==> src/buck_regs_cfg.svh <==
// Register map, field positions and reset values of the regulator control registers.
`ifndef BUCK_REGS_CFG_SVH
`define BUCK_REGS_CFG_SVH
`define ADDR_VSEL 8'h01
`define ADDR_CMD1 8'h03
`define ADDR_CMD2 8'h04
`define ADDR_CMD3 8'h05
`define ADDR_STATUS 8'h06
`define REG_RESET 8'h00
`define VSEL_GO_BIT 7
`define VSEL_CODE_MSB 6
`define CMD_MODE_BIT 1
`define CMD_DIS_BIT 0
`define CMD_SLEW_MSB 6
`define CMD_SLEW_LSB 4
`define SLAVE_ADDR_DEF 7'h2A
`define CODE_MAX 7'h7F
`define CODE_MIN 7'h00
`define MV_BASE 16'd680
`define MV_STEP 16'd10
`endif

==> src/buck_regs_pkg.sv <==
// Types shared by the regulator control register block.
package buck_regs_pkg;
  typedef enum logic [1:0] {SER_IDLE, SER_DEVADDR, SER_REGADDR, SER_DATA} ser_state_t;
  typedef enum logic {LOAD_CONTINUOUS, LOAD_PULSE_SKIP} light_load_t;
endpackage

==> src/buck_regulator_control_regs.sv <==
// Serial-bus register bank controlling three step-down regulator channels.
`include "buck_regs_cfg.svh"
module buck_regulator_control_regs #(
  parameter logic [6:0] SLAVE_ADDR = `SLAVE_ADDR_DEF
) (
  // Clock and reset.
  input wire logic i_clk,
  input wire logic i_rst,
  // Two-wire serial bus, sampled on the system clock.
  input wire logic i_scl,
  input wire logic i_sda,
  output logic o_sda_out,
  output logic o_sda_oe,
  // Switching-cycle tick and read-only status.
  input wire logic i_sw_tick,
  input wire logic [7:0] i_status,
  // Regulator controls.
  output logic o_ch1_disable,
  output logic o_ch2_disable,
  output logic o_ch3_disable,
  output logic o_ch1_light_load_sel,
  output logic o_ch2_light_load_sel,
  output logic o_ch3_light_load_sel,
  output logic o_vid_go,
  output logic [6:0] o_voltage_code,
  output logic [6:0] o_target_code,
  output logic [15:0] o_target_mv,
  output logic o_transition_busy
);
  // ****************************************************************
  // Registers.
  // ****************************************************************
  logic [7:0] buck2_voltage_select;
  logic [7:0] buck1_command;
  logic [7:0] buck2_command;
  logic [7:0] buck3_command;
  logic [7:0] reg_pointer;

  // ****************************************************************
  // How the block is meant to be used.
  // ****************************************************************
  // The bus lines arrive as plain levels on the system clock.
  // The master must hold every bus level for at least two clocks.
  // A shorter level may be missed or read as a false edge.
  // Start and stop are recognised from two samples with the bus clock high.
  // A data line move inside that window is never taken as a data bit.
  // The master changes data only while the bus clock is low.
  //
  // A write runs as start, address with write bit, register byte, data byte.
  // Each byte is acknowledged by pulling the data line low for one slot.
  // The register takes its new value as the last data bit ends.
  // It does so before the acknowledge slot, so the master sees it applied.
  // Further data bytes in the same transfer go to the next addresses.
  // A write to an unmapped address is acknowledged and then dropped.
  // A foreign slave address is ignored until the next start.
  //
  // Reads are an extra and return the byte at the current pointer.
  // The status byte is passed through from outside as it stands.
  // It is sampled as each bit is shifted, so it may change mid byte.
  // A master that needs a coherent status byte should read it twice.
  //
  // The command registers hold an enable bit that is active low.
  // After reset every channel therefore stands enabled.
  // That matches a cleared register and needs no special reset value.
  // The light-load bit picks continuous switching at zero.
  // At one the channel is forced into pulse skipping.
  // The spare bits of every register are stored and read back.
  // They drive nothing, so software may use them as scratch.
  //
  // The voltage code drives the second channel only with the go bit set.
  // With go clear the paced target stays where it is.
  // The real output then follows the external feedback network.
  // When go is set, the target walks one code at a time to the code.
  // Each code step is worth ten millivolts on the output.
  // The pace is one step per 2^N switching ticks, N from the slew field.
  // A new code written mid walk simply redirects the walk.
  // The pace counter restarts whenever the walk is idle.
  // So the first step of a walk always waits a whole period.
  // This trades a little latency for a clean, repeatable start.
  //
  // The millivolt output is an arithmetic view of the target.
  // It is for monitoring and for the bench, not for the regulator loop.
  // It spans 680 mV at code zero to 1950 mV at the top code.
  //
  // The data line output enable is registered.
  // It therefore moves one clock after the bus clock falls.
  // This keeps the acknowledge clear of the bus clock high phase.
  // The data output value itself is always low, as on an open drain.
  // The pull-up outside provides the high level when released.
  //
  // Reset is synchronous and clears every register and the target.
  // The edge detectors reset to the idle high level of both lines.
  // This prevents a false start straight after reset.
  // The bus is usable from the first clock after reset is released.
  // A transfer cut by reset is simply lost; the master must restart it.

  // ****************************************************************
  // Serial line tracking.
  // ****************************************************************
  logic scl_d;
  logic sda_d;
  logic scl_rise;
  logic scl_fall;
  logic start_seen;
  logic stop_seen;
  buck_regs_pkg::ser_state_t state;
  logic [7:0] shift;
  logic [3:0] bit_cnt;
  logic ack_phase;
  logic read_mode;
  logic [7:0] rd_byte;
  logic write_now;
  logic [7:0] next_shift;

  assign scl_rise = i_scl && !scl_d;
  assign scl_fall = !i_scl && scl_d;
  // Data changing while the clock is high marks start or stop.
  assign start_seen = i_scl && scl_d && sda_d && !i_sda;
  assign stop_seen = i_scl && scl_d && !sda_d && i_sda;
  assign next_shift = {shift[6:0], i_sda};

  // Previous line levels for edge detection.
  always_ff @(posedge i_clk) begin
    if (i_rst) begin
      scl_d <= 1'b1;
      sda_d <= 1'b1;
    end else begin
      scl_d <= i_scl;
      sda_d <= i_sda;
    end
  end

  // Byte framing: eight data bits then an acknowledge slot.
  always_ff @(posedge i_clk) begin
    if (i_rst) begin
      state <= buck_regs_pkg::SER_IDLE;
      shift <= 8'h00;
      bit_cnt <= 4'h0;
      ack_phase <= 1'b0;
      read_mode <= 1'b0;
    end else if (start_seen) begin
      state <= buck_regs_pkg::SER_DEVADDR;
      bit_cnt <= 4'h0;
      ack_phase <= 1'b0;
      read_mode <= 1'b0;
    end else if (stop_seen) begin
      state <= buck_regs_pkg::SER_IDLE;
      ack_phase <= 1'b0;
    end else if (state != buck_regs_pkg::SER_IDLE) begin
      if (scl_rise && !ack_phase && !read_mode) begin
        shift <= next_shift;
        bit_cnt <= bit_cnt + 4'h1;
      end else if (scl_rise && read_mode && !ack_phase) begin
        bit_cnt <= bit_cnt + 4'h1;
      end
      if (scl_fall && bit_cnt == 4'h8 && !ack_phase) begin
        ack_phase <= 1'b1;
        bit_cnt <= 4'h0;
        // A foreign address ends our part in this transfer without acknowledge.
        if (state == buck_regs_pkg::SER_DEVADDR && shift[7:1] != SLAVE_ADDR) begin
          state <= buck_regs_pkg::SER_IDLE;
          ack_phase <= 1'b0;
        end else if (state == buck_regs_pkg::SER_DEVADDR) begin
          read_mode <= shift[0];
        end
      end else if (scl_fall && ack_phase) begin
        ack_phase <= 1'b0;
        unique case (state)
          buck_regs_pkg::SER_IDLE: state <= buck_regs_pkg::SER_IDLE;
          buck_regs_pkg::SER_DEVADDR: begin
            state <= read_mode ? buck_regs_pkg::SER_DATA : buck_regs_pkg::SER_REGADDR;
          end
          buck_regs_pkg::SER_REGADDR: state <= buck_regs_pkg::SER_DATA;
          buck_regs_pkg::SER_DATA: state <= buck_regs_pkg::SER_DATA;
        endcase
      end
    end
  end

  // Update is applied as the data byte completes, ahead of its acknowledge.
  assign write_now = scl_fall && bit_cnt == 4'h8 && !ack_phase && !read_mode
    && state == buck_regs_pkg::SER_DATA;

  // Register pointer loads from the register address byte and steps after each data byte.
  always_ff @(posedge i_clk) begin
    if (i_rst) begin
      reg_pointer <= 8'h00;
    end else if (scl_fall && bit_cnt == 4'h8 && !ack_phase
        && state == buck_regs_pkg::SER_REGADDR) begin
      reg_pointer <= shift;
    end else if (scl_fall && ack_phase && state == buck_regs_pkg::SER_DATA) begin
      reg_pointer <= reg_pointer + 8'h01;
    end
  end

  // ****************************************************************
  // Register writes.
  // ****************************************************************
  // Every bit is stored, spares too, but only the named fields drive anything.
  always_ff @(posedge i_clk) begin
    if (i_rst) begin
      buck2_voltage_select <= `REG_RESET;
      buck1_command <= `REG_RESET;
      buck2_command <= `REG_RESET;
      buck3_command <= `REG_RESET;
    end else if (write_now) begin
      unique case (reg_pointer)
        `ADDR_VSEL: buck2_voltage_select <= shift;
        `ADDR_CMD1: buck1_command <= shift;
        `ADDR_CMD2: buck2_command <= shift;
        `ADDR_CMD3: buck3_command <= shift;
        default: ;
      endcase
    end
  end

  // Read data for the byte in flight.
  always_comb begin
    unique case (reg_pointer)
      `ADDR_VSEL: rd_byte = buck2_voltage_select;
      `ADDR_CMD1: rd_byte = buck1_command;
      `ADDR_CMD2: rd_byte = buck2_command;
      `ADDR_CMD3: rd_byte = buck3_command;
      `ADDR_STATUS: rd_byte = i_status;
      default: rd_byte = 8'h00;
    endcase
  end

  // Data line drive: pull low for acknowledge, or shift out read bits MSB first.
  always_ff @(posedge i_clk) begin
    if (i_rst) begin
      o_sda_out <= 1'b0;
      o_sda_oe <= 1'b0;
    end else if (start_seen || stop_seen) begin
      o_sda_oe <= 1'b0;
    end else if (scl_fall) begin
      o_sda_out <= 1'b0;
      if (bit_cnt == 4'h8 && !ack_phase && !read_mode) begin
        o_sda_oe <= !(state == buck_regs_pkg::SER_DEVADDR && shift[7:1] != SLAVE_ADDR)
          && state != buck_regs_pkg::SER_IDLE;
      end else if (read_mode && state == buck_regs_pkg::SER_DATA && bit_cnt < 4'h8
          && !(ack_phase && bit_cnt == 4'h0 && 1'b0)) begin
        o_sda_oe <= !rd_byte[3'(4'h7 - bit_cnt)];
      end else if (ack_phase && read_mode && state == buck_regs_pkg::SER_DEVADDR) begin
        o_sda_oe <= !rd_byte[7];
      end else begin
        o_sda_oe <= 1'b0;
      end
    end
  end

  // ****************************************************************
  // Regulator controls.
  // ****************************************************************
  assign o_ch1_disable = buck1_command[`CMD_DIS_BIT];
  assign o_ch2_disable = buck2_command[`CMD_DIS_BIT];
  assign o_ch3_disable = buck3_command[`CMD_DIS_BIT];
  assign o_ch1_light_load_sel = buck1_command[`CMD_MODE_BIT];
  assign o_ch2_light_load_sel = buck2_command[`CMD_MODE_BIT];
  assign o_ch3_light_load_sel = buck3_command[`CMD_MODE_BIT];
  assign o_vid_go = buck2_voltage_select[`VSEL_GO_BIT];
  assign o_voltage_code = buck2_voltage_select[`VSEL_CODE_MSB:0];

  // Code-driven target pacing.
  slew_pacer #(
    .CODE_W(7)
  ) u_pacer (
    .i_clk(i_clk),
    .i_rst(i_rst),
    .i_go(o_vid_go),
    .i_code(o_voltage_code),
    .i_slew(buck2_command[`CMD_SLEW_MSB:`CMD_SLEW_LSB]),
    .i_sw_tick(i_sw_tick),
    .o_target(o_target_code),
    .o_moving(o_transition_busy)
  );

  // Target voltage in millivolts, linear from 680 mV at code zero to 1950 mV.
  assign o_target_mv = `MV_BASE + 16'(o_target_code) * `MV_STEP;
endmodule

==> src/slew_pacer.sv <==
// Paces the code-driven target of the second channel one step per 2^N switching cycles.
`include "buck_regs_cfg.svh"
module slew_pacer #(
  parameter int CODE_W = 7
) (
  // Clock and reset.
  input wire logic i_clk,
  input wire logic i_rst,
  // Control.
  input wire logic i_go,
  input wire logic [CODE_W-1:0] i_code,
  input wire logic [2:0] i_slew,
  input wire logic i_sw_tick,
  // Result.
  output logic [CODE_W-1:0] o_target,
  output logic o_moving
);
  logic [6:0] cycle_cnt;
  logic [6:0] period_mask;
  logic step_now;

  initial begin
    if (CODE_W != 7) $error("slew_pacer serves only a 7-bit code");
  end

  // Mask of 2^N-1 sets the number of switching cycles per step.
  assign period_mask = 7'(({7'h00, 1'b1} << i_slew) - 8'h01);
  assign step_now = i_sw_tick && ((cycle_cnt & period_mask) == period_mask);
  assign o_moving = i_go && (o_target != i_code);

  // Cycle counter counts switching ticks while the walk moves and clears when idle, so the pace is kept across steps.
  always_ff @(posedge i_clk) begin
    if (i_rst) begin
      cycle_cnt <= 7'h00;
    end else if (!o_moving) begin
      cycle_cnt <= 7'h00;
    end else if (i_sw_tick) begin
      cycle_cnt <= cycle_cnt + 7'h01;
    end
  end

  // Target moves one code, that is one 10 mV step, toward the programmed code.
  always_ff @(posedge i_clk) begin
    if (i_rst) begin
      o_target <= `CODE_MIN;
    end else if (o_moving && step_now) begin
      if (o_target < i_code) begin
        o_target <= o_target + 7'h01;
      end else begin
        o_target <= o_target - 7'h01;
      end
    end
  end
endmodule

==> config.mk <==
export PLATFORM = sky130hd
export DESIGN_NAME = buck_regulator_control_regs
export DESIGN_NICKNAME = d
export VERILOG_FILES = /design/src/buck_regs_pkg.sv /design/src/buck_regulator_control_regs.sv /design/src/slew_pacer.sv
export VERILOG_INCLUDE_DIRS = /design/src /design/src/src
export SDC_FILE = /design/constraint.sdc
export NUM_CORES = 1
export LEC_CHECK = 0
export BUFFER_PORTS_ARGS = -buffer_cell sky130_fd_sc_hd__buf_2
export CELL_PAD_IN_SITES_DETAIL_PLACEMENT = 2
export CELL_PAD_IN_SITES_GLOBAL_PLACEMENT = 2
export CORE_MARGIN = 2
export CORE_UTILIZATION = 31
export CTS_BUF_LIST = sky130_fd_sc_hd__clkbuf_8 sky130_fd_sc_hd__clkbuf_16
export DETAILED_ROUTE_END_ITERATION = 7
export PLACE_DENSITY_LB_ADDON = 0.1
export SLEW_MARGIN = 20
export SYNTH_ARGS = -nofsm -noshare
export SYNTH_HDL_FRONTEND = slang
export SYNTH_SLANG_ARGS = --single-unit
==> constraint.sdc <==
create_clock -name i_clk -period 3.9 [get_ports i_clk]
set_input_delay 0.195 -clock i_clk [delete_from_list [all_inputs] [get_ports i_clk]]
set_output_delay 0.195 -clock i_clk [all_outputs]
set_load 0.005 [all_outputs]
# Yosys cells after proc, flatten, opt, wreduce, memory -nomap -nowiden

Cells that the tools add are included.

Equal/unequal tests: 14
Shifts and indexed selects: 1
$lt $le $gt $ge: 3
Reduce and logical (&&, ||, !) cells: 61
Multiply operators: 1
Add/sub/neg operators: 8
Bitwise gates (word level): 5
Mux-type cells: 23

Operator list:

| kind                                                  | number |
|---|---|
| case mux 8 bit (5 select lines)                       | 1 |
| logical AND 1 bit                                     | 29 |
| equality test 8 x 3 -> 1 bit, second input constant   | 3 |
| two-way mux 8 bit                                     | 2 |
| adder 7 x 1 -> 7 bit, second input constant           | 2 |
| subtractor 7 x 1 -> 7 bit, second input constant      | 2 |
| adder 10 x 11 -> 12 bit, first input constant         | 1 |
| two-way mux 4 bit                                     | 3 |
| two-way mux 1 bit                                     | 11 |
| multiplier 7 x 3 -> 10 bit, second input constant     | 1 |
| AND reduction 2 bit                                   | 5 |
| zero test 1 bit                                       | 9 |
| AND reduction 3 bit                                   | 3 |
| adder 8 x 1 -> 8 bit, second input constant           | 1 |
| equality test 8 x 1 -> 1 bit, second input constant   | 1 |
| equality test 8 x 2 -> 1 bit, second input constant   | 1 |
| OR reduction 2 bit                                    | 4 |
| AND 7 bit                                             | 1 |
| equality test 7 bit                                   | 1 |
| less-than comparator 7 bit                            | 1 |
| two-way mux 7 bit                                     | 1 |
| inequality test 7 x 6 -> 1 bit, second input constant | 1 |
| inequality test 7 bit                                 | 1 |
| left shift 1 x 3 -> 7 bit, first input constant       | 1 |
| other kinds (21)                                      | 30 |

Input port bits: 13
Logic and storage cells: 132
Output and inout port bits: 40
Register bits after elaboration: 73

# Logic depth before layout (Yosys ltp)

Gate-level depths: netlist of the first run.

Word-level depth: 8
Depth in mapped cells: 13
Gate-level depth less buffers: 13

# Modules after synthesis

From an unflattened synthesis of the first run, not the netlist that was laid out.

Cells, all modules: 529
Area, all modules: 4619.4 um^2

Modules (own cells, without submodules):

| module                      | area an instance (um^2) | cells an instance | times used | sequential area each (um^2) |
|---|---|---|---|---|
| buck_regulator_control_regs | 3513.4                  | 395               | 1          | 1181.1 |
| slew_pacer                  | 1106.1                  | 134               | 1          | 280.3 |

# Worst setup path after synthesis of the first run

No wires, ideal clock.

Kind: reg-to-reg
Start point: register buck2_voltage_select[1]
End point: register u_pacer.o_target[6]
Data arrival time: 2.995 ns
Setup time: 0.123 ns
Buffers on the path: 0
Cell stages (with the launch flop): 14
Path slack: 0.781 ns
Period minus slack after synthesis: 3.119 ns
Data required time: 3.777 ns
Cell sequence: dfxtp_1 inv_1 ha_1 nor2b_1 o211a_1 and3b_1 nor2_1 ha_1 a211oi_1 o21bai_1 a21o_1 a211o_1 a21oi_1 mux2_1

Longest elaborated chain between the ends: 3
Elaborated cells on any way between the ends: 5
Classes of those cells: order compare: 1; eq/ne: 1; mux: 1; reduce/logical: 2

Ends and longest elaborated chain:

| element                                                                            | RTL line                           | RTL |
|---|---|---|
| from (decl)                                                                        | buck_regulator_control_regs.sv:33  | `logic [7:0] buck2_voltage_select;` |
| from (signal assigned)                                                             | buck_regulator_control_regs.sv:202 | `` buck2_voltage_select <= `REG_RESET; `` |
| from (signal assigned)                                                             | buck_regulator_control_regs.sv:208 | `` `ADDR_VSEL: buck2_voltage_select <= shift; `` |
| parallel branches: the longest is 3 deep, another holds less-than comparator 7 bit | -                                  |  |
| to (signal assigned)                                                               | slew_pacer.sv:45                   | `` o_target <= `CODE_MIN; `` |
| to (signal assigned)                                                               | slew_pacer.sv:48                   | `o_target <= o_target + 7'h01;` |
| to (signal assigned)                                                               | slew_pacer.sv:50                   | `o_target <= o_target - 7'h01;` |
| to (decl)                                                                          | slew_pacer.sv:15                   | `output logic [CODE_W-1:0] o_target,` |

Parallel ways; which one is timed is not known.
A chain may end at the register's enable or synchronous reset.

# Final worst setup path of the first run

Start point: register u_pacer.o_target[0]
End point: register u_pacer.o_target[6]

Longest elaborated chain between the ends: 3
Elaborated cells on any way between the ends: 7
Classes of those cells: add/sub: 2; order compare: 1; eq/ne: 1; mux: 1; reduce/logical: 2

Ends and longest elaborated chain:

| element |
|---|
| parallel branches: the longest is 3 deep, another holds subtractor 7 x 1 -> 7 bit |

Parallel ways; which one is timed is not known.

==> run_results.csv, run 1 <==
group,metric,value,unit
setup_path,cp-end-kind,"flip-flop",
logic_synthesis,yosysSeqAreaShare,33.03,%
setup_path,path_cells,"inv_1 -> ha_1 -> nor2b_1 -> o211a_1 -> and3b_1 -> nor2_1 -> ha_1 -> a211oi_1 -> o21bai_1 -> a21o_1 -> a211o_1 -> a21oi_1 -> mux2_1",
sta,hold_violations,0,
clocking,post_cts_buffers,0,
clocking,cts_max_level,3,
logic_synthesis,synth-seq-cells,73,
placement,post-dp-hpwl,10040,µm
logic_synthesis,synth_top_area_cell,"dfxtp_1",
power_and_ir_drop,power.leakage,2.205,nW
cells_and_area,final_cells,717,
sta,max_freq,283.5,MHz
job,drv_cap,0,
detailed_routing,wl_met3,394,µm
logic_synthesis,ys_types,68,
die,die_area,0.01524,mm²
clocking,clk_latency,0.35,ns
detailed_routing,first_iter_violations,190,
setup_path,cp_data_required_time,4.13,ns
hold_path,hold_class,"in -> reg",
global_route,grt_use_total,19.57,%
cells_and_area,final_core_utilization,36.19,%
detailed_routing,drtAntennaViolNets,0,
detailed_routing,met1_length,6929,µm
logic_synthesis,synth_top_area_share,33.03,%
clocking,clk_pin_slew_worst_paths,0.06,ns
detailed_routing,wl_met2,6444,µm
logic_synthesis,avgSynthCellArea,8.848,µm²
sta,finalWorstPathRequiredPeriod,3.528,ns
clocking,post_cts_resized,0,
detailed_routing,routed_wl,13930,µm
logic_synthesis,ys_warn_count,0,
setup_path,cp-start-kind,"flip-flop",
sta,rsz0062_at_grt,"false",
cells_and_area,layout.nets,577,
detailed_routing,via_count,3830,
detailed_routing,drt-wirelength-per-cell,19.43,µm
clocking,cts_buffers,9,
placement,place.detailed.instances,701,
global_route,grt_pass1_vias,4032,
logic_synthesis,synthArstFlopShare,0,%
clocking,cts_tree,"done",
clocking,cts_buffer_depth,2,
die,die_h,123.5,µm
setup_path,cp_slowest_cell,"nor2_1",
logic_synthesis,postSynthCellCount,500,
cells_and_area,drive_above_1_share,14.71,%
logic_synthesis,synth-edff-count,0,
clocking,holdBufCountCts,0,
setup_path,crit_arrival,3.76,ns
sta,slew_headroom,33.23,%
sta,setup-tns-final,0,ns
global_route,grt_pass1_wl,22590,µm
logic_synthesis,synth_ff_type,"dfxtp_1",
power_and_ir_drop,p_per_area,317.3,mW/mm²
sta,setup_viol,0,
global_route,antenna_found_initial,0,
detailed_routing,drc,0,
die,num_io_pins,53,
sta,clock_skew,0.005023,ns
sta,period_share,90.45,%
detailed_routing,firstDrtPassIters,5,
die,rows,43,
global_route,grt_max_degree,51,
sta,timing.hold.ws,0.09962,ns
run_status,status,"finished, final reports clean",
die,core,0.01393,mm²
clocking,cts.sinks,73,
cells_and_area,num-fill-cells,1589,
setup_path,rrSetupSlack,0.37,ns
logic_synthesis,syn-cell-area,0.004424,mm²
power_and_ir_drop,peakVddDrop,0.2466,mV
cells_and_area,area_growth_syn_to_layout,13.97,%
clocking,cts_root_buffer,"clkbuf_16",
global_route,grt_overflow,0,
setup_path,critical_path_class,"reg -> reg",
sta,drv_slew,0,
setup_path,cpMostUsedCell,"ha_1",
cells_and_area,antenna_cells,0,
setup_path,crit_fanout,7,
logic_synthesis,synthTopCellsByArea,"dfxtp_1, mux2i_1, ha_1",
placement,portBuffers,46,
detailed_routing,routed_via_density,5.342,
setup_path,slowest_delay,0.46,ns
die,die_w,123.5,µm
die,initial_core_util,31.75,%
detailed_routing,routed.top_layer,"met4",
placement,gp_congestion,0.7783,
sta,tightest_slew,1.001,ns
## Yosys cell counts (all sizes together) (11+ instances only)
library cell	instances
clkbuf	21
mux2i	47
dfxtp	73
buf	14
nor2	87
inv	17
a21oi	20
nand2	21
xor2	11
xnor2	12
ha	30
o21ai	16
## final timing paths
path,start,to,depth (start not counted)
max,u_pacer.o_target[0],u_pacer.o_target[6],13
min,i_sda,sda_d,2
max reg2reg,u_pacer.o_target[0],u_pacer.o_target[6],13
min reg2reg,buck2_command[7],buck2_command[7],2
## metrics by stage
stage,total power (W),setup WS [ns],cell area [µm²]
after CTS,0.001632,0.3632,5036
final,0.001600,0.3724,5042
after floorplan,0.0008014,0.7815,4443
after detailed placement,0.0008152,0.4106,4752
after global routing,0.001667,0.07996,5042
after global placement,0.0008144,0.5185,4752
## state kept, by name (all words and copies together) (netlist names), 2 cells and up
register and count:
buck1_command 8, buck2_command 8, shift 8, buck3_command 8, buck2_voltage_select 8, reg_pointer 8
state 2, u_pacer.cycle_cnt 7, bit_cnt 4, u_pacer.o_target 7
## per-layer routing
| metal | global-route usage (%) | vias up |
|---|---|---|
| li1 | - | 1851 |
| met1 | 26.97 | 1911 |
| met2 | 30.98 | 58 |
| met3 | 3.736 | 10 |
| met4 | 5.753 | 0 |
| met5 | 0 | - |
## worst max-delay path: cells and delay by family, from the launching register on
family	cells	cell delay (ns)
AOI/OAI and AO/OA	6	1.17
and+or+nand+nor	3	0.76
adders and majority gates	2	0.59
DFF	1	0.45
muxes	1	0.34
buffers and inverters	1	0.11
## report_power, final
group,leakage (nW),internal [W],switching (W)
Sequential,0.589,0.000749,0.00000575
Clock,0.135,0.000462,0.000340
Combinational,1.48,0.0000148,0.0000291
Total,2.21,0.00123,0.000374
## cells in the final DEF (no fill, tap or decap), drive strengths merged, types with 9 or more instances in the layout
cell / n
o21ai: 16
dfxtp: 73
xor2: 11
nor2: 87
nor2b: 9
inv: 18
nand2: 21
ha: 30
nand4: 9
a222oi: 9
a22oi: 9
clkbuf: 11
xnor2: 12
a21oi: 20
buf: 51
mux2i: 47
## logic make-up (layout without fill, tap and decap cells)
logic type	count (synthesis)	after routing	share of synthesized area [%]
and+or+nand+nor	174	174	20.81
muxes	48	48	10.89
other	1	6	0.08476
buffers and inverters	52	84	5.599
DFF	73	73	33.03
xor gates and xnor gates	23	23	4.553
AOI/OAI and AO/OA	97	97	15.64
adders and majority gates	32	32	9.389
## cell type report
class	count	area, µm²	area share, %
clock buffers	11	252.7	5.012
clock inverters	5	31.28	0.6203
repair buffers	51	267.8	5.310
flip-flops and latches	73	1461	28.98
multi-input cells	380	2740	54.34
well taps	180	225.2	4.466
inverters	17	63.81	1.266
No activity file was read; power rests on OpenSTA's default activity.
==> run 2: changes to the inputs <==
SYNTH_HIERARCHICAL = 1   (was unset)
==> run 2 against run 1 <==
Net effect: routed wire length increased by 3.6%; count of clock-buffer cells in the layout unchanged; combinational power decreased by 6.4%; critical path depth decreased by 2; largest power group unchanged.
==> run_results.csv, run 2 <==
group,metric,value,unit
run_status,status,"finished, final reports clean",
clocking,cts.sinks,73,
logic_synthesis,synthArstFlopShare,0,%
detailed_routing,met1_length,6264,µm
sta,fin_ws,0.6892,ns
global_route,grt_max_degree,41,
setup_path,reg2reg_to,"u_pacer/o_target[6]",
detailed_routing,routed_via_density,5.437,
sta,hold_violations,0,
cells_and_area,drive_above_1_share,14.41,%
detailed_routing,drt-wirelength-per-cell,19.35,µm
logic_synthesis,syn-cell-area,0.004619,mm²
logic_synthesis,ys_types,67,
detailed_routing,wl_met3,325,µm
logic_synthesis,synth-seq-cells,73,
cells_and_area,final_area,0.005263,mm²
global_route,grt_use_total,18.94,%
logic_synthesis,synth_ff_type,"dfxtp_1",
sta,max_freq,311.5,MHz
detailed_routing,firstDrtPassIters,4,
clocking,post_cts_resized,0,
cells_and_area,num-fill-cells,1634,
setup_path,cp-end-kind,"flip-flop",
setup_path,cpMostUsedCell,"a21oi_1",
sta,rsz0062_at_grt,"false",
sta,period_share,82.33,%
sta,timing.hold.ws,0.1080,ns
clocking,post_cts_buffers,0,
logic_synthesis,yosysMostFrequentCell,"nor2_1",
die,die_w,126.1,µm
global_route,antenna_found_initial,0,
cells_and_area,antenna_cells,0,
setup_path,r2r_start,"u_pacer/o_target[2]",
logic_synthesis,synthTopCellsByArea,"dfxtp_1, mux2i_1, ha_1",
power_and_ir_drop,peakVddDrop,0.2215,mV
cells_and_area,layout.nets,602,
logic_synthesis,synth_common_cells,"nor2_1, dfxtp_1, mux2i_1",
hold_path,hold_depth,2,
power_and_ir_drop,p_per_area,331.5,mW/mm²
logic_synthesis,synth_top_area_share,31.64,%
setup_path,crit_fanout,7,
placement,gp_congestion,0.8072,
die,die_area,0.01589,mm²
cells_and_area,final_common_cell,"nor2_1",
global_route,grt_pass1_wl,23810,µm
detailed_routing,drc,0,
job,drv_cap,0,
setup_path,crit_arrival,3.49,ns
sta,setup_viol,0,
placement,portBuffers,46,
sta,drv_slew,0,
sta,slew_headroom,37.04,%
setup_path,critPathBufInv,0,
setup_path,rrSetupSlack,0.69,ns
clocking,cts_max_level,3,
detailed_routing,wl_met2,7621,µm
setup_path,slowest_delay,0.50,ns
clocking,holdBufCountCts,0,
logic_synthesis,ys_warn_count,6,
sta,tightest_slew,0.9432,ns
detailed_routing,routed_wl,14430,µm
die,rows,44,
detailed_routing,via_count,4056,
sta,setup-tns-final,0,ns
detailed_routing,first_iter_violations,145,
die,num_io_pins,53,
sta,finalWorstPathRequiredPeriod,3.211,ns
power_and_ir_drop,power.leakage,2.293,nW
clocking,clk_latency,0.35,ns
clocking,cts_tree,"done",
die,core,0.01453,mm²
clocking,cts_buffer_depth,2,
clocking,clk_pin_slew_worst_paths,0.06,ns
setup_path,critPathTopFamily,"compound AO/OA/AOI/OAI gates",
logic_synthesis,synth-edff-count,0,
logic_synthesis,postSynthCellCount,529,
placement,post-dp-hpwl,10740,µm
detailed_routing,routed.top_layer,"met4",
clocking,cts_buffers,9,
setup_path,cp_data_required_time,4.18,ns
setup_path,cp_slowest_cell,"fa_1",
logic_synthesis,avgSynthCellArea,8.732,µm²
sta,clock_skew,0.007699,ns
setup_path,cp-start-kind,"flip-flop",
logic_synthesis,synth_top_area_cell,"dfxtp_1",
cells_and_area,area_growth_syn_to_layout,13.92,%
global_route,grt_pass1_vias,4287,
global_route,grt_overflow,0,
placement,pre_cts_ws,0.6463,ns
clocking,cts_root_buffer,"clkbuf_16",
die,die_h,126.1,µm
die,initial_core_util,31.78,%
setup_path,path_cells,"ha_1 -> nor2b_1 -> a221oi_1 -> o21ai_1 -> fa_1 -> a211oi_1 -> o21bai_1 -> a21oi_1 -> xor2_1 -> or3_1 -> a21oi_1",
setup_path,critical_path_class,"reg -> reg",
placement,dpl_cell_area,0.004925,mm²
cells_and_area,final_cell_mix,"nor2_1, dfxtp_1, mux2i_1",
hold_path,whs_endpoint,"sda_d",
logic_synthesis,yosysSeqAreaShare,31.64,%
setup_path,r2r.worst_path.cells,11,
hold_path,min-delay-start,"i_sda",
detailed_routing,drtAntennaViolNets,0,
hold_path,hold_class,"in -> reg",
[run 2: changes by cell type after synthesis, sizes merged, moves of 3 or more]
cell     change
nor4b        -3
a2111oi      +5
a222oi       -5
o211ai       +5
inv         +10
a221oi       +3
o221ai       -3
nor2         -9
o211a        -3
nand2b       -3
nand3        +6
nor3         +9
a21oi       +10
[run 2: metal layers]
metal | global-route usage, % | vias to the layer above
met3 | 4.036 | 16
met4 | 5.430 | 0
met2 | 34.54 | 47
li1 | - | 1957
met1 | 22.29 | 2036
met5 | 0 | -
[run 2: worst max path at each step]
stage | start | end | slack [ns] | cells after the start
after global placement | u_pacer/o_target[2] | u_pacer/o_target[6] | 0.83 | 11
after CTS | u_pacer/o_target[2] | u_pacer/o_target[6] | 0.61 | 11
final | u_pacer/o_target[2] | u_pacer/o_target[6] | 0.69 | 11
after floorplan | buck2_voltage_select[2] | u_pacer/o_target[6] | 1.08 | 12
after detailed placement | u_pacer/o_target[2] | u_pacer/o_target[6] | 0.65 | 11
after global routing | u_pacer/o_target[2] | u_pacer/o_target[6] | 0.41 | 11
[run 2: kinds of logic after synthesis]
| logic type | synth area share (%) |
|---|---|
| compound gates | 18.28 |
| xor+xnor | 4.361 |
| fa+ha+maj | 8.992 |
| buf+inv | 6.284 |
| flops | 31.64 |
| mux | 10.62 |
| other cells | 0.08118 |
| simple gates | 19.75 |
[run 2: final cells by class]
type	count	area, µm²	share of cell area, %
inverters	27	101.3	1.926
repair buffers	48	245.2	4.660
well taps	184	230.2	4.375
flip-flops and latches	73	1461	27.77
multi-input cells	398	2887	54.85
clock buffers	11	252.7	4.803
clock inverters	5	85.08	1.617
[run 2: per-stage QoR]
step | util (%) | cells | total power [W]
floorplan | - | 534 | 0.0007970
global route | 36.21 | 746 | 0.001806
finish | 36.21 | 746 | 0.001745
CTS | 36.21 | 746 | 0.001772
detailed placement | 33.88 | 730 | 0.0008097
global placement | 33.88 | 730 | 0.0008077
[run 2: where the power goes]
| group | switching (W) | internal [W] | total [W] | leakage, nW |
|---|---|---|---|---|
| logic | 0.0000287 | 0.0000123 | 0.0000410 | 1.54 |
| clock network | 0.000353 | 0.000600 | 0.000953 | 0.163 |
| registers | 0.00000345 | 0.000747 | 0.000751 | 0.588 |
==> run 3: changes to the inputs <==
clock period = 2.74 ns   (was 3.9 ns; I/O delays follow)
==> run 3 against run 2 <==
Net effect: the flow now finishes with violations (negative setup slack); worst setup slack worse by 0.87 ns; sequential cell count stayed put; non-clock buffer count is 44 higher; final area is 10% higher; sequential share of layout area is 2.5 points lower; register-to-register slack worse by 0.87 ns; utilization is 3.8 points higher; global-route usage is 1.5 points higher; fmax is 10% higher; via count is 5.2% higher; critical path depth stayed put; largest cell class unchanged; critical path type unchanged.
==> run_results.csv, run 3 (same netlist as run 2, synthesis figures left out) <==
group,metric,value,unit
sta,setup_viol,1,
setup_path,crit_fanout,6,
detailed_routing,routed_wl,16270,µm
power_and_ir_drop,p_per_area,393.2,mW/mm²
setup_path,path_cells,"buf_4 -> ha_1 -> a221oi_4 -> o21ai_4 -> fa_2 -> a211oi_2 -> o21bai_1 -> a21oi_1 -> xor2_1 -> or3_1 -> a21oi_2",
cells_and_area,layout.nets,646,
sta,clock_skew,0.006961,ns
run_status,status,"finished with violations",
die,die_h,126.1,µm
setup_path,crit_arrival,3.20,ns
setup_path,critical_path_class,"reg -> reg",
clocking,cts.sinks,73,
cells_and_area,final_cells,790,
clocking,cts_max_level,3,
detailed_routing,drtAntennaViolNets,0,
die,core,0.01453,mm²
sta,rsz0062_at_grt,"true",
global_route,antenna_found_initial,1,
clocking,cts_tree,"done",
clocking,holdBufCountCts,0,
die,die_area,0.01589,mm²
clocking,cts_buffer_depth,2,
placement,portBuffers,46,
detailed_routing,routed_via_density,5.400,
cells_and_area,drive_above_1_share,26.94,%
clocking,cts_root_buffer,"clkbuf_16",
placement,gp_congestion,0.8322,
sta,fin_ws,-0.1780,ns
power_and_ir_drop,power.leakage,2.511,nW
setup_path,cp-start-kind,"flip-flop",
sta,period_share,106.5,%
die,die_w,126.1,µm
die,num_io_pins,53,
power_and_ir_drop,peakVddDrop,0.2749,mV
global_route,grt_max_degree,30,
placement,post-dp-hpwl,11290,µm
sta,hold_violations,0,
detailed_routing,drc,0,
setup_path,slowest_delay,0.40,ns
placement,place.detailed.instances,757,
cells_and_area,area_growth_syn_to_layout,25.84,%
setup_path,cp_data_required_time,3.02,ns
clocking,cts_buffers,9,
detailed_routing,drt-wirelength-per-cell,20.59,µm
cells_and_area,final_common_cell,"nor2_1",
global_route,grt_pass1_vias,4639,
global_route,grt_pass1_wl,25740,µm
hold_path,hold_class,"in -> reg",
sta,max_freq,342.7,MHz
sta,setup-tns-final,-0.1780,ns
sta,finalWorstPathRequiredPeriod,2.918,ns
global_route,grt_overflow,0,
sta,slew_headroom,43.12,%
detailed_routing,firstDrtPassIters,4,
setup_path,critPathTopFamily,"compound AO/OA/AOI/OAI gates",
setup_path,cp_slowest_cell,"or3_1",
power_and_ir_drop,power,0.002286,W
setup_path,critPathBufInv,1,
cells_and_area,final_cell_mix,"nor2_1, dfxtp_1, mux2i_1",
clocking,clk_pin_slew_worst_paths,0.06,ns
sta,drv_slew,0,
cells_and_area,num-fill-cells,1635,
die,rows,44,
cells_and_area,final_core_utilization,40.00,%
detailed_routing,via_count,4266,
clocking,clk_latency,0.35,ns
sta,tightest_slew,0.8520,ns
job,drv_cap,0,
placement,pre_cts_ws,-0.08914,ns
global_route,grt_use_total,20.48,%
detailed_routing,first_iter_violations,144,
setup_path,cp-end-kind,"flip-flop",
run_status,violations,"negative setup slack",
die,initial_core_util,31.78,%
==> run 3: changes by cell type in the layout (fill, tap and decap cells not counted), moves of 6 or more <==
| cell | delta |
|---|---|
| buf_4 | +39 |
| dfxtp_1 | -6 |
| ha_1 | -12 |
| ha_4 | +10 |
==> run 3: area by class of cell <==
cell class / count / area (µm²) / share of cell area [%]
flip-flops and latches: 73 / 1471 / 25.31
well taps: 184 / 230.2 / 3.960
clock buffers: 12 / 266.5 / 4.585
clock inverters: 3 / 16.27 / 0.2798
repair buffers: 92 / 594.3 / 10.22
multi-input cells: 398 / 3128 / 53.81
inverters: 27 / 103.9 / 1.786
diodes: 1 / 2.502 / 0.04305
==> run 3: worst reg2reg max path, stage by stage, from the launching register on <==
cell and delay, ns:
dfxtp_2 0.34, buf_4 0.15, ha_1 0.35, a221oi_4 0.29
o21ai_4 0.13, fa_2 0.38, a211oi_2 0.24, o21bai_1 0.11
a21oi_1 0.22, xor2_1 0.12, or3_1 0.40, a21oi_2 0.12
==> run 3: worst paths after layout <==
check,start,to,slack [ns],cells after the start
max,u_pacer/o_target[1],u_pacer/o_target[6],-0.18,11
min,i_sda,sda_d,0.07,2
max reg2reg,u_pacer/o_target[1],u_pacer/o_target[6],-0.18,11
min reg2reg,buck3_command[5],buck3_command[5],0.50,2
==> run 3: where the power goes <==
group	switching (W)	internal [W]	total [W]	leakage, nW
sequential	0.00000468	0.00106	0.00107	0.592
clock	0.000480	0.000678	0.00116	0.142
combinational	0.0000421	0.0000186	0.0000607	1.78
total	0.000526	0.00176	0.00229	2.51
==> run 3: stage by stage <==
stage	hold WS, ns	cell area (µm²)
after global placement	0.4135	5134
after detailed placement	0.4346	5134
after floorplan	0.2350	4644
final	0.06854	5813
after CTS	0.07022	5668
after global routing	0.09509	5811
==> run 3: repair_timing <==
action,CTS,global route
setup endpoints to repair,5,7
pin swaps,16,17
resized for setup,33,20
setup buffers,10,7
==> run 3: layer usage <==
| layer | global-route usage (%) | share of wire (%) | up-vias |
|---|---|---|---|
| li1 | - | - | 2042 |
| met1 | 25.82 | 44 | 2154 |
| met2 | 36.50 | 52 | 56 |
| met3 | 2.464 | 3.3 | 14 |
| met4 | 6.206 | 1.3 | 0 |
| met5 | 0 | 0 | - |
